## config.mk

```make
export PLATFORM = sky130hd
export DESIGN_NAME = mpfc_top
export DESIGN_NICKNAME = d
export VERILOG_FILES = /design/src/mpfc_pkg.sv /design/src/mpfc_top.sv
export SDC_FILE = /design/constraint.sdc
export NUM_CORES = 1
export LEC_CHECK = 0
export BUFFER_PORTS_ARGS = -buffer_cell sky130_fd_sc_hd__buf_2
export CORE_ASPECT_RATIO = 1.1
export CORE_MARGIN = 8
export CORE_UTILIZATION = 36
export DETAILED_ROUTE_END_ITERATION = 10
export PLACE_DENSITY = 0.62
export SETUP_SLACK_MARGIN = 0.2
export SLEW_MARGIN = 20
export SYNTH_ARGS = -nofsm -noshare
export SYNTH_HDL_FRONTEND = slang
export SYNTH_SLANG_ARGS = --single-unit
```

## constraint.sdc

```tcl
create_clock -name CLOCK -period 3.8 [get_ports CLOCK]
set_clock_uncertainty 0.2 [all_clocks]
set_input_delay 0.57 -clock CLOCK [delete_from_list [all_inputs] [get_ports CLOCK]]
set_output_delay 0.57 -clock CLOCK [all_outputs]
set_load 0.1 [all_outputs]
```

## src/mpfc_pkg.sv

```systemverilog
// Purpose: constants for the mac pause flow control block
// Assumes: 10 MHz clock, 32-bit apb register words
// Notes:   offsets are byte addresses
package mpfc_pkg;
    localparam int          CLK_PERIOD_NS = 100;
    localparam int          QUANTUM_NS    = 512;
    // a least time, so rounded up
    localparam int          QUANTUM_CYC   = (QUANTUM_NS + CLK_PERIOD_NS - 1) / CLK_PERIOD_NS;
    localparam logic [15:0] REPEAT_TRIM   = 16'h0020;
    localparam logic [47:0] RESERVED_DA   = 48'h0180c2000001;
    localparam logic [15:0] CTRL_TYPE     = 16'h8808;
    localparam logic [15:0] PAUSE_OPCODE  = 16'h0001;
    localparam int          HDR_BYTES     = 18;
    localparam int          PAD_END       = 60;
    localparam int          FRAME_END     = 64;
    localparam logic [31:0] CRC_INIT      = 32'hffffffff;
    localparam logic [31:0] CRC_POLY      = 32'hedb88320;
    // register byte offsets
    localparam logic [7:0]  CTRL_OFF      = 8'h00;
    localparam logic [7:0]  PTIME_OFF     = 8'h04;
    localparam logic [7:0]  STA_LO_OFF    = 8'h08;
    localparam logic [7:0]  STA_HI_OFF    = 8'h0c;
    localparam logic [7:0]  SRC_LO_OFF    = 8'h10;
    localparam logic [7:0]  SRC_HI_OFF    = 8'h14;
    localparam logic [7:0]  STATUS_OFF    = 8'h18;
    // control register fields
    localparam int          HONOUR_BIT    = 0;
    localparam int          BYPASS_BIT    = 1;
    localparam int          PIN_DIS_BIT   = 2;
    localparam int          FINAL_EN_BIT  = 3;
    localparam int          PASS_LSB      = 4;
    localparam int          THR_LSB       = 8;
    localparam logic [31:0] CTRL_RESET    = 32'h00000009;
    localparam logic [31:0] CTRL_MASK     = 32'h00000f3f;
    localparam logic [15:0] PTIME_RESET   = 16'hffff;
    // pass select encodings
    localparam logic [1:0]  PASS_NONE     = 2'h0;
    localparam logic [1:0]  PASS_ALL      = 2'h1;
    localparam logic [1:0]  PASS_NONPAUSE = 2'h2;
    localparam logic [1:0]  PASS_PAUSE    = 2'h3;
    typedef enum logic [1:0] {MPFC_GEN_IDLE, MPFC_GEN_ACTIVE} mpfc_gen_t;
endpackage : mpfc_pkg

```

## src/mpfc_top.sv

```systemverilog
// Purpose: full-duplex pause flow control: rx pause decode, tx gating, pause generation
// Assumes: byte streams on CLOCK, apb register access
// Notes:   generated frames stream one byte per cycle with no back-pressure
//
// Summary of operation
// RULE_01: length/type 0x8808 marks a control frame: opcode then parameter.
// RULE_02: pause destination is the reserved multicast or our station address.
// RULE_03: a valid accepted pause stops regular packets for the given quanta.
// RULE_04: one quantum is 512 bit times, for received and generated pauses.
// RULE_05: a packet in flight finishes; later packets wait for the pause timer.
// RULE_06: control frames are consumed by default, not passed to the fifo.
// RULE_07: two-bit select passes all, non-pause only, or pause-only control frames.
// RULE_08: pause frames are sent on the request pin or fifo above threshold.
// RULE_09: received pause blocks regular packets only, never generated pause frames.
// RULE_10: a due pause frame waits for the current packet, then goes first.
// RULE_11: first pause frame loads repeat timer; resend while trigger holds at expiry.
// RULE_12: the repeat timer runs 32 quanta shorter than the programmed time.
// RULE_13: when triggers drop send a zero-time frame, unless that is disabled.
// RULE_14: source address and pause time come from software registers.
// RULE_15: request pin active after reset; the disable bit stops it.
// RULE_16: fifo trigger off after reset; nonzero four-bit threshold enables it.
// RULE_17: with the honour bit clear, received pauses are ignored.
// RULE_18: bypass bit makes any pause destination acceptable.
// RULE_19: each valid pause reloads the timer; zero releases at once.
// RULE_20: generated frames use reserved destination, control type, pause opcode, fcs.
//
// The APB register port and the placing of the registers are this design's own decisions.
`timescale 1ns/1ps
module mpfc_top #(
    parameter int QUANTUM_CYC = mpfc_pkg::QUANTUM_CYC
) (
    input  wire logic        CLOCK,
    input  wire logic        RESET_N,
    input  wire logic        CE,
    input  wire logic        PSEL,
    input  wire logic        PENABLE,
    input  wire logic        PWRITE,
    input  wire logic [7:0]  PADDR,
    input  wire logic [31:0] PWDATA,
    output logic      [31:0] PRDATA,
    output logic             PREADY,
    output logic             PSLVERR,
    input  wire logic        PAUSE_REQUEST_PIN,
    input  wire logic [3:0]  RX_FIFO_LEVEL,
    input  wire logic        RX_VALID,
    input  wire logic [7:0]  RX_DATA,
    input  wire logic        RX_EOF,
    input  wire logic        RX_GOOD,
    output logic             RX_DONE,
    output logic             RX_IS_CTRL,
    output logic             RX_PASS,
    input  wire logic        TX_REQ,
    input  wire logic        TX_BUSY,
    output logic             TX_START,
    output logic             TX_PAUSED,
    output logic             PF_VALID,
    output logic      [7:0]  PF_DATA,
    output logic             PF_LAST
);
    logic [31:0]          ctrl_r;
    logic [15:0]          ptime_r;
    logic [47:0]          sta_r;
    logic [47:0]          src_r;
    logic                 req_s1_r;
    logic                 req_s2_r;
    logic [7:0]           qpre_r;
    logic                 qtick;
    logic [15:0]          rxq_r;
    logic [15:0]          repq_r;
    logic [4:0]           rxcnt_r;
    logic [143:0]         rxhdr_r;
    logic                 is_ctrl;
    logic                 is_pause;
    logic                 da_ok;
    logic                 pause_ok;
    logic                 pass_nxt;
    logic                 trig;
    mpfc_pkg::mpfc_gen_t  gen_r;
    logic                 due_r;
    logic                 zero_r;
    logic                 pf_on_r;
    logic [6:0]           idx_r;
    logic [6:0]           pf_len_r;
    logic [143:0]         txhdr_r;
    logic [31:0]          crc_r;
    logic                 pf_go;
    logic                 tx_go;
    logic                 wr;
    logic                 rd;
    logic [7:0]           pf_byte;
    logic [3:0]           thr;

    function automatic logic [31:0] crc_step(input logic [31:0] c, input logic [7:0] d);
        logic [31:0] x;
        x = c ^ {24'h000000, d};
        for (int i = 0; i < 8; i++) begin
            x = x[0] ? ((x >> 1) ^ mpfc_pkg::CRC_POLY) : (x >> 1);
        end
        return x;
    endfunction : crc_step

    assign thr = ctrl_r[mpfc_pkg::THR_LSB +: 4];
    assign wr  = CE && PSEL && PENABLE && PWRITE && !PREADY;
    assign rd  = CE && PSEL && PENABLE && !PWRITE && !PREADY;

    // apb slave: one wait state, unmapped reads and writes above the status offset answer with an error
    always_ff @(posedge CLOCK or negedge RESET_N) begin
        if (!RESET_N) begin
            PREADY  <= 1'b0;
            PSLVERR <= 1'b0;
            PRDATA  <= 32'h00000000;
        end else if (CE) begin
            PREADY  <= PSEL && PENABLE && !PREADY;
            PSLVERR <= 1'b0;
            PRDATA  <= 32'h00000000;
            if (rd) begin
                if (PADDR == mpfc_pkg::CTRL_OFF) begin
                    PRDATA <= ctrl_r;
                end else if (PADDR == mpfc_pkg::PTIME_OFF) begin
                    PRDATA <= {16'h0000, ptime_r};
                end else if (PADDR == mpfc_pkg::STA_LO_OFF) begin
                    PRDATA <= sta_r[31:0];
                end else if (PADDR == mpfc_pkg::STA_HI_OFF) begin
                    PRDATA <= {16'h0000, sta_r[47:32]};
                end else if (PADDR == mpfc_pkg::SRC_LO_OFF) begin
                    PRDATA <= src_r[31:0];
                end else if (PADDR == mpfc_pkg::SRC_HI_OFF) begin
                    PRDATA <= {16'h0000, src_r[47:32]};
                end else if (PADDR == mpfc_pkg::STATUS_OFF) begin
                    PRDATA <= {rxq_r, 14'h0000, gen_r == mpfc_pkg::MPFC_GEN_ACTIVE, TX_PAUSED};
                end else begin
                    PSLVERR <= 1'b1;
                end
            end else if (PSEL && PENABLE && !PREADY && PADDR > mpfc_pkg::STATUS_OFF) begin
                PSLVERR <= 1'b1;
            end
        end
    end

    // RULE_14 programmable fields
    // RULE_15 RULE_16 reset defaults
    always_ff @(posedge CLOCK or negedge RESET_N) begin
        if (!RESET_N) begin
            ctrl_r  <= mpfc_pkg::CTRL_RESET;
            ptime_r <= mpfc_pkg::PTIME_RESET;
            sta_r   <= 48'h000000000000;
            src_r   <= 48'h000000000000;
        end else if (wr) begin
            if (PADDR == mpfc_pkg::CTRL_OFF) begin
                ctrl_r <= PWDATA & mpfc_pkg::CTRL_MASK;
            end else if (PADDR == mpfc_pkg::PTIME_OFF) begin
                ptime_r <= PWDATA[15:0];
            end else if (PADDR == mpfc_pkg::STA_LO_OFF) begin
                sta_r[31:0] <= PWDATA;
            end else if (PADDR == mpfc_pkg::STA_HI_OFF) begin
                sta_r[47:32] <= PWDATA[15:0];
            end else if (PADDR == mpfc_pkg::SRC_LO_OFF) begin
                src_r[31:0] <= PWDATA;
            end else if (PADDR == mpfc_pkg::SRC_HI_OFF) begin
                src_r[47:32] <= PWDATA[15:0];
            end
        end
    end

    // request pin is asynchronous
    always_ff @(posedge CLOCK or negedge RESET_N) begin
        if (!RESET_N) begin
            req_s1_r <= 1'b0;
            req_s2_r <= 1'b0;
        end else if (CE) begin
            req_s1_r <= PAUSE_REQUEST_PIN;
            req_s2_r <= req_s1_r;
        end
    end

    // RULE_04 quantum prescaler, shared by both timers
    always_ff @(posedge CLOCK or negedge RESET_N) begin
        if (!RESET_N) begin
            qpre_r <= 8'h00;
        end else if (CE) begin
            qpre_r <= qtick ? 8'h00 : qpre_r + 8'h01;
        end
    end
    assign qtick = qpre_r == 8'(QUANTUM_CYC - 1);

    // receive header capture
    always_ff @(posedge CLOCK or negedge RESET_N) begin
        if (!RESET_N) begin
            rxcnt_r <= 5'h00;
            rxhdr_r <= '0;
        end else if (CE && RX_VALID) begin
            if (RX_EOF) begin
                rxcnt_r <= 5'h00;
            end else if (rxcnt_r < 5'(mpfc_pkg::HDR_BYTES)) begin
                rxcnt_r <= rxcnt_r + 5'h01;
                rxhdr_r <= {rxhdr_r[135:0], RX_DATA};
            end
        end
    end

    // RULE_01 control frame by type field
    assign is_ctrl  = rxcnt_r == 5'(mpfc_pkg::HDR_BYTES) && rxhdr_r[47:32] == mpfc_pkg::CTRL_TYPE;
    assign is_pause = is_ctrl && rxhdr_r[31:16] == mpfc_pkg::PAUSE_OPCODE;
    // RULE_02 RULE_18 destination check
    assign da_ok    = rxhdr_r[143:96] == mpfc_pkg::RESERVED_DA || rxhdr_r[143:96] == sta_r
                      || ctrl_r[mpfc_pkg::BYPASS_BIT];
    // RULE_17 honour bit gates the pause
    assign pause_ok = CE && RX_VALID && RX_EOF && RX_GOOD && is_pause && da_ok
                      && ctrl_r[mpfc_pkg::HONOUR_BIT];

    // RULE_06 RULE_07 fifo pass decision
    always_comb begin
        pass_nxt = 1'b1;
        if (is_ctrl) begin
            case (ctrl_r[mpfc_pkg::PASS_LSB +: 2])
                mpfc_pkg::PASS_ALL:      pass_nxt = 1'b1;
                mpfc_pkg::PASS_NONPAUSE: pass_nxt = !is_pause;
                mpfc_pkg::PASS_PAUSE:    pass_nxt = is_pause;
                default:                 pass_nxt = 1'b0;
            endcase
        end
    end

    always_ff @(posedge CLOCK or negedge RESET_N) begin
        if (!RESET_N) begin
            RX_DONE    <= 1'b0;
            RX_IS_CTRL <= 1'b0;
            RX_PASS    <= 1'b0;
        end else if (CE) begin
            RX_DONE    <= RX_VALID && RX_EOF;
            RX_IS_CTRL <= RX_VALID && RX_EOF && is_ctrl;
            RX_PASS    <= RX_VALID && RX_EOF && pass_nxt;
        end
    end

    // RULE_03 RULE_19 receive pause timer, reloaded by each valid pause
    always_ff @(posedge CLOCK or negedge RESET_N) begin
        if (!RESET_N) begin
            rxq_r     <= 16'h0000;
            TX_PAUSED <= 1'b0;
        end else if (CE) begin
            if (pause_ok) begin
                rxq_r     <= rxhdr_r[15:0];
                TX_PAUSED <= rxhdr_r[15:0] != 16'h0000;
            end else if (qtick && rxq_r != 16'h0000) begin
                rxq_r     <= rxq_r - 16'h0001;
                TX_PAUSED <= rxq_r != 16'h0001;
            end
        end
    end

    // RULE_08 RULE_15 RULE_16 generation triggers
    assign trig = (req_s2_r && !ctrl_r[mpfc_pkg::PIN_DIS_BIT]) || (thr != 4'h0 && RX_FIFO_LEVEL > thr);

    // RULE_10 pause frame waits for packet in flight, then beats regular traffic
    // a start granted last cycle has not raised busy yet, so it blocks the frame too
    assign pf_go = CE && due_r && !pf_on_r && !TX_BUSY && !TX_START;
    // RULE_05 RULE_09 only regular starts are gated by the receive pause
    assign tx_go = CE && TX_REQ && !TX_BUSY && !TX_PAUSED && !due_r && !pf_on_r && !TX_START;

    always_ff @(posedge CLOCK or negedge RESET_N) begin
        if (!RESET_N) begin
            TX_START <= 1'b0;
        end else if (CE) begin
            TX_START <= tx_go;
        end
    end

    // RULE_11 RULE_13 generation sequencing
    always_ff @(posedge CLOCK or negedge RESET_N) begin
        if (!RESET_N) begin
            gen_r  <= mpfc_pkg::MPFC_GEN_IDLE;
            due_r  <= 1'b0;
            zero_r <= 1'b0;
        end else if (CE) begin
            if (pf_go) begin
                due_r <= 1'b0;
            end
            case (gen_r)
                mpfc_pkg::MPFC_GEN_IDLE: begin
                    if (trig && !due_r) begin
                        gen_r  <= mpfc_pkg::MPFC_GEN_ACTIVE;
                        due_r  <= 1'b1;
                        zero_r <= 1'b0;
                    end
                end
                mpfc_pkg::MPFC_GEN_ACTIVE: begin
                    if (!due_r && !pf_on_r) begin
                        if (!trig) begin
                            gen_r  <= mpfc_pkg::MPFC_GEN_IDLE;
                            due_r  <= ctrl_r[mpfc_pkg::FINAL_EN_BIT];
                            zero_r <= 1'b1;
                        end else if (repq_r == 16'h0000) begin
                            due_r  <= 1'b1;
                            zero_r <= 1'b0;
                        end
                    end
                end
                default: gen_r <= mpfc_pkg::MPFC_GEN_IDLE;
            endcase
        end
    end

    // RULE_12 repeat timer trimmed to cover latency
    always_ff @(posedge CLOCK or negedge RESET_N) begin
        if (!RESET_N) begin
            repq_r <= 16'h0000;
        end else if (CE) begin
            if (pf_go && !zero_r) begin
                repq_r <= ptime_r > mpfc_pkg::REPEAT_TRIM ? ptime_r - mpfc_pkg::REPEAT_TRIM : 16'h0000;
            end else if (qtick && repq_r != 16'h0000) begin
                repq_r <= repq_r - 16'h0001;
            end
        end
    end

    // RULE_20 header bytes then zero pad then fcs low byte first
    always_comb begin
        if (idx_r < 7'(mpfc_pkg::HDR_BYTES)) begin
            pf_byte = txhdr_r[143:136];
        end else if (idx_r < 7'(mpfc_pkg::PAD_END)) begin
            pf_byte = 8'h00;
        end else begin
            pf_byte = ~crc_r[8 * (idx_r[1:0]) +: 8];
        end
    end

    // RULE_14 RULE_20 pause frame transmitter
    always_ff @(posedge CLOCK or negedge RESET_N) begin
        if (!RESET_N) begin
            pf_on_r  <= 1'b0;
            idx_r    <= 7'h00;
            txhdr_r  <= '0;
            crc_r    <= mpfc_pkg::CRC_INIT;
            PF_VALID <= 1'b0;
            PF_DATA  <= 8'h00;
            PF_LAST  <= 1'b0;
        end else if (CE) begin
            PF_VALID <= pf_on_r;
            PF_DATA  <= pf_on_r ? pf_byte : 8'h00;
            PF_LAST  <= pf_on_r && idx_r == 7'(mpfc_pkg::FRAME_END - 1);
            if (pf_go) begin
                pf_on_r <= 1'b1;
                idx_r   <= 7'h00;
                crc_r   <= mpfc_pkg::CRC_INIT;
                txhdr_r <= {mpfc_pkg::RESERVED_DA, src_r, mpfc_pkg::CTRL_TYPE,
                            mpfc_pkg::PAUSE_OPCODE, zero_r ? 16'h0000 : ptime_r};
            end else if (pf_on_r) begin
                idx_r   <= idx_r + 7'h01;
                txhdr_r <= {txhdr_r[135:0], 8'h00};
                if (idx_r < 7'(mpfc_pkg::PAD_END)) begin
                    crc_r <= crc_step(crc_r, pf_byte);
                end
                if (idx_r == 7'(mpfc_pkg::FRAME_END - 1)) begin
                    pf_on_r <= 1'b0;
                end
            end
        end
    end

    // counts cycles the frame transmitter stays on, for the length check
    always_ff @(posedge CLOCK or negedge RESET_N) begin
        if (!RESET_N) begin
            pf_len_r <= 7'h00;
        end else if (CE) begin
            pf_len_r <= pf_on_r ? pf_len_r + 7'h01 : 7'h00;
        end
    end

    // RULE_09 regular start never while paused
    no_start_paused_a: assert property (@(posedge CLOCK) disable iff (!RESET_N) // RULE_09
        TX_START |-> !$past(TX_PAUSED)) else $error("regular start while paused");
    pause_zero_rel_a: assert property (@(posedge CLOCK) disable iff (!RESET_N) // RULE_19
        pause_ok && rxhdr_r[15:0] == 16'h0000 |=> !TX_PAUSED) else $error("zero pause kept paused");
    pause_load_a: assert property (@(posedge CLOCK) disable iff (!RESET_N) // RULE_03
        pause_ok |=> rxq_r == $past(rxhdr_r[15:0])) else $error("pause quanta not loaded");
    ignore_pause_a: assert property (@(posedge CLOCK) disable iff (!RESET_N) // RULE_17
        !ctrl_r[mpfc_pkg::HONOUR_BIT] && !TX_PAUSED |=> !TX_PAUSED) else $error("pause honoured while off");
    default_drop_a: assert property (@(posedge CLOCK) disable iff (!RESET_N) // RULE_06
        RX_IS_CTRL && $past(ctrl_r[mpfc_pkg::PASS_LSB +: 2]) == mpfc_pkg::PASS_NONE |-> !RX_PASS)
        else $error("ctrl frame passed");
    pf_length_a: assert property (@(posedge CLOCK) disable iff (!RESET_N) // RULE_20
        $fell(pf_on_r) |-> pf_len_r == 7'(mpfc_pkg::FRAME_END)) else $error("pause frame length wrong");
    wait_busy_a: assert property (@(posedge CLOCK) disable iff (!RESET_N) // RULE_10
        $rose(pf_on_r) |-> !$past(TX_BUSY) && !$past(TX_START)) else $error("pause frame cut into packet");
    repeat_trim_a: assert property (@(posedge CLOCK) disable iff (!RESET_N) // RULE_12
        pf_go && !zero_r && ptime_r > mpfc_pkg::REPEAT_TRIM |=> repq_r == $past(ptime_r) - 16'h0020)
        else $error("repeat timer not trimmed");
    final_zero_a: assert property (@(posedge CLOCK) disable iff (!RESET_N) // RULE_13
        CE && gen_r == mpfc_pkg::MPFC_GEN_ACTIVE && !trig && !due_r && !pf_on_r
        |=> due_r == $past(ctrl_r[mpfc_pkg::FINAL_EN_BIT]) && zero_r) else $error("final frame wrong");
    trig_start_a: assert property (@(posedge CLOCK) disable iff (!RESET_N) // RULE_08
        CE && gen_r == mpfc_pkg::MPFC_GEN_IDLE && trig && !due_r |=> due_r) else $error("trigger ignored");
    c_rx_pause_c: cover property (@(posedge CLOCK) disable iff (!RESET_N) $rose(TX_PAUSED));
    c_repeat_c:   cover property (@(posedge CLOCK) disable iff (!RESET_N) pf_go && !zero_r && repq_r == 16'h0000
        && gen_r == mpfc_pkg::MPFC_GEN_ACTIVE);
    c_zero_pf_c:  cover property (@(posedge CLOCK) disable iff (!RESET_N) pf_go && zero_r);
    c_pass_c:     cover property (@(posedge CLOCK) disable iff (!RESET_N) RX_IS_CTRL && RX_PASS);
endmodule : mpfc_top

```

==> results.yml <==
run_status:
  outcome: "complete, no violations"
drt:
  via_per_inst: 5.34
  drt_iter0_markers: 1653
  detailroute.via_count: 19200
  mean_routed_wirelength_per_cell_um: 20.7
  drc: 0
  drt_first_pass_iters: 7
  wl_um: 74000
  final_antenna_net_count: 0
global_route:
  groute.layer.met1.usage: 0.244
  use_met3: 0.0280
  globalRoute.busiestLayer: "met2"
  grt_use_total: 0.187
  globalRoute.totalOverflow: 0
  met2_usage: 0.312
  grt_pass1_vias: 19500
  global_route_wire_length_before_repair_um: 117000
  antenna_found_initial: 5
  maximum_number_of_pins_on_one_net_before_global_route_repair: 131
finish:
  drive_gt1_frac: 0.184
  final_core_utilization: 0.422
  post-route-cell-area_um2: 29200
  layout-area-overhead-vs-synth_pct: 15.7
  finalNonFillerCells: 3584
  finish.net_count: 2688
worst_hold_path:
  hp_class: "input port to flip-flop"
  hold_path_depth: 2
  timing.hold.worst.start: "TX_REQ"
  whs_endpoint: "TX_START"
power_and_ir_drop:
  cellInternalPower_mw: 13.0
  pwr-share-comb: 0.296
  clock_power_share: 0.302
  vdd_ir_drop_max_mv: 0.492
  pd_cells_nw_per_um2: 676
  p_switching_mw: 6.75
  power.share.sequential: 0.402
  finalPower_mw: 19.7
  power.share.switching: 0.342
  total_leakage_power_nw: 14.4
timing:
  number_of_failing_setup_endpoints_in_the_final_timing_report: 0
  period_needed_ps: 3300
  setup_repair_after_global_routing_missed_its_margin: "no"
  timing.fmax_mhz: 303
  timing.max_slew.rel_slack: 0.462
  finalCritPeriodShare: 0.868
  max_slew.worst_pin.slew_ps: 807
  worst_slack_ps: 501
  worst_hold_slack_ps: 43.8
  final_max_slew_viol_count: 0
  setup_tns_ps: 0
  timing.final.hold_violations: 0
synth:
  synth_area_per_cell_um2: 10.0
  synth.cell_area_um2: 25200
  synthTopCellsByArea: "dfrtp_1 50%, nand2_1 11%, mux2_2 5.7%, dfstp_2 5.2%, xor2_1 3.1%"
  postSynthNetCount: 2593
  synthFlopType: "dfrtp_1"
  postSynth.asyncResetShare: 1.00
  yosysSeqAreaShare: 0.548
  syn-instance-count: 2516
  yosys.cell_types.count: 75
  synth_edf_count: 0
  post-synth-top-area-fraction: 0.495
  count_of_state_elements_after_synthesis: 549
  synth_top_cell_by_area: "dfrtp_1"
  synth.yosys.warnings: 0
place:
  place.port_buffers: 112
  detailedPlacementHpwl_um: 51800
  dp_worst_setup_slack_ps: 519
  numPlacedInstances: 3452
  placedInstanceArea_um2: 26900
  globalplace.congestion: 0.896
setup_path:
  cp_max_fo: 13
  worst_setup_path_end_kind: "flip-flop"
  crit_required_ps: 4120
  startpoint_type: "flip-flop"
  timing.critical_path.cells: "inv_1 > ha_1 > nor3b_1 > nand3_1 > or4_1 > and2_1 > or2_1 > o21a_1 > o22a_1"
  cp.arrival_ps: 3620
  timing.reg2reg.worst_path_depth: 9
  slowest_stage: "or4_1"
  worst_reg_to_reg_setup_slack_ps: 500
  critPathMaxStageDelay_ps: 650
  timing.rr.start: "repq_r[0]"
  worst_setup_path_class: "flip-flop to flip-flop"
  critPathBufInv: 1
  crit-reg2reg-capture: "repq_r[6]"
  cpLargestDelayFamily: "simple AND/OR/NAND/NOR gates"
floorplan:
  die_x_um: 268
  top_level_ports: 113
  dieArea_um2: 78700
  start_util: 0.365
  die_h_um: 293
  core-area_um2: 69100
  rows: 101
clocking:
  post_cts_resize_count: 0
  cts-root-to-sink-buffers: 3
  clkTransAtPathRegs_ps: 60
  worstSkewPairLatency_ps: 640
  cts.sink_count: 549
  postCtsSetupRepairBufs: 0
  cts_root_buf: "clkbuf_16"
  clock_tree_from_tritoncts: "done"
  numCtsBuffers: 59
  htree_levels: 2
run:
  max_cap_viol_count: 0
[cell usage after synthesis, drive strengths merged (3+ instances only)]
cell       n
a211oi     9
a21o      16
a21oi     80
a222oi    16
a22o      22
a22oi     49
a31o       3
a31oi     22
a41o       3
a41oi      3
and2      15
and3       7
buf       20
clkbuf   133
dfrtp    499
dfstp     50
ha        13
inv       24
mux2     135
mux4       8
nand2    747
nand2b     8
nand3      7
nand4     17
nor2     110
nor2b      9
nor3      47
nor4      35
nor4b     11
o211ai    10
o21a       3
o21ai    129
o22a       5
o22ai     24
o2bb2ai   26
o31ai      3
or2        4
or3        6
or3b       8
or4        6
or4b       4
xnor2     56
xor2      96
[logic make-up after synthesis]
| family | Yosys count | share of synthesized area |
|---|---|---|
| flops | 549 | 0.548 |
| fa+ha+maj | 13 | 0.00645 |
| buf+inv | 177 | 0.0272 |
| compound gates | 432 | 0.114 |
| mux | 145 | 0.0684 |
| simple gates | 1047 | 0.176 |
| xor+xnor | 153 | 0.0600 |
[cell usage in the layout (no fill, tap or decap), types with 8 or more instances in the layout]
cell type,instances
mux2_2,128
buf_2,111
a21oi_1,80
xnor2_1,49
nor3_1,45
inv_1,23
nor4_1,34
a211oi_1,9
nor4b_1,9
a21o_1,16
a22oi_1,49
a22o_1,22
dlygate4sd3_1,25
dfstp_2,50
xor2_1,88
dfrtp_1,499
o2bb2ai_1,26
a31oi_1,22
clkbuf_1,11
o21ai_0,125
nand4_1,17
clkbuf_16,60
o22ai_1,18
nor2b_1,8
ha_1,13
nor2_1,107
nand2_1,746
buf_12,10
and2_1,14
clkinv_2,12
o211ai_1,10
a222oi_1,16
buf_4,40
clkbuf_8,11
[power by group through the flow]
stage | clock network [mW] | logic (mW) | registers, mW
after global placement | 0 | 5.72 | 7.96
after detailed placement | 0 | 5.79 | 8.00
final | 5.95 | 5.84 | 7.92
after global routing | 6.31 | 6.45 | 8.05
after CTS | 6.07 | 5.88 | 7.91
after floorplan | 0 | 4.37 | 7.95
[state kept, by name, summed over array words and instances (netlist names), 5 cells and up]
name,cells
PRDATA,32
idx_r,7
src_r,48
rxq_r,16
rxhdr_r,144
ptime_r,16
rxcnt_r,5
ctrl_r,10
repq_r,16
sta_r,48
crc_r,32
qpre_r,8
txhdr_r,144
PF_DATA,8
[routing by layer]
| metal | part of all wire | routed length [um] |
|---|---|---|
| met5 | 0.00035 | 26 |
| met1 | 0.43 | 31600 |
| met3 | 0.045 | 3320 |
| met4 | 0.040 | 2940 |
| met2 | 0.49 | 36100 |
[layout make-up]
class                      instances  area (um2)
timing repair buffer             187        1320
clock buffer                      82        1690
multi-input combinational       1790       10800
fill                            6651       40000
inverter                          24        90.1
clock inverter                    24         314
antenna                            1        2.50
tap                              927        1160
sequential                       549       13800
[what timing repair did]
action | 4_1_cts | 5_1_grt
endpoints found under the setup margin | 0 | 0
hold buffers | 25 | 0
hold endpoints to repair | 80 | 0
[how the worst max path moves through the flow]
stage | from | end | slack [ps] | depth (start not counted)
after global placement | rxhdr_r[130] | rxq_r[7] | 500 | 7
after floorplan | PADDR[7] | src_r[37] | 790 | 8
after CTS | repq_r[0] | repq_r[15] | 510 | 9
final | repq_r[0] | repq_r[6] | 500 | 9
after detailed placement | rxhdr_r[130] | rxq_r[13] | 520 | 7
after global routing | repq_r[1] | repq_r[6] | 330 | 9
No activity file was read; power rests on OpenSTA's default activity.
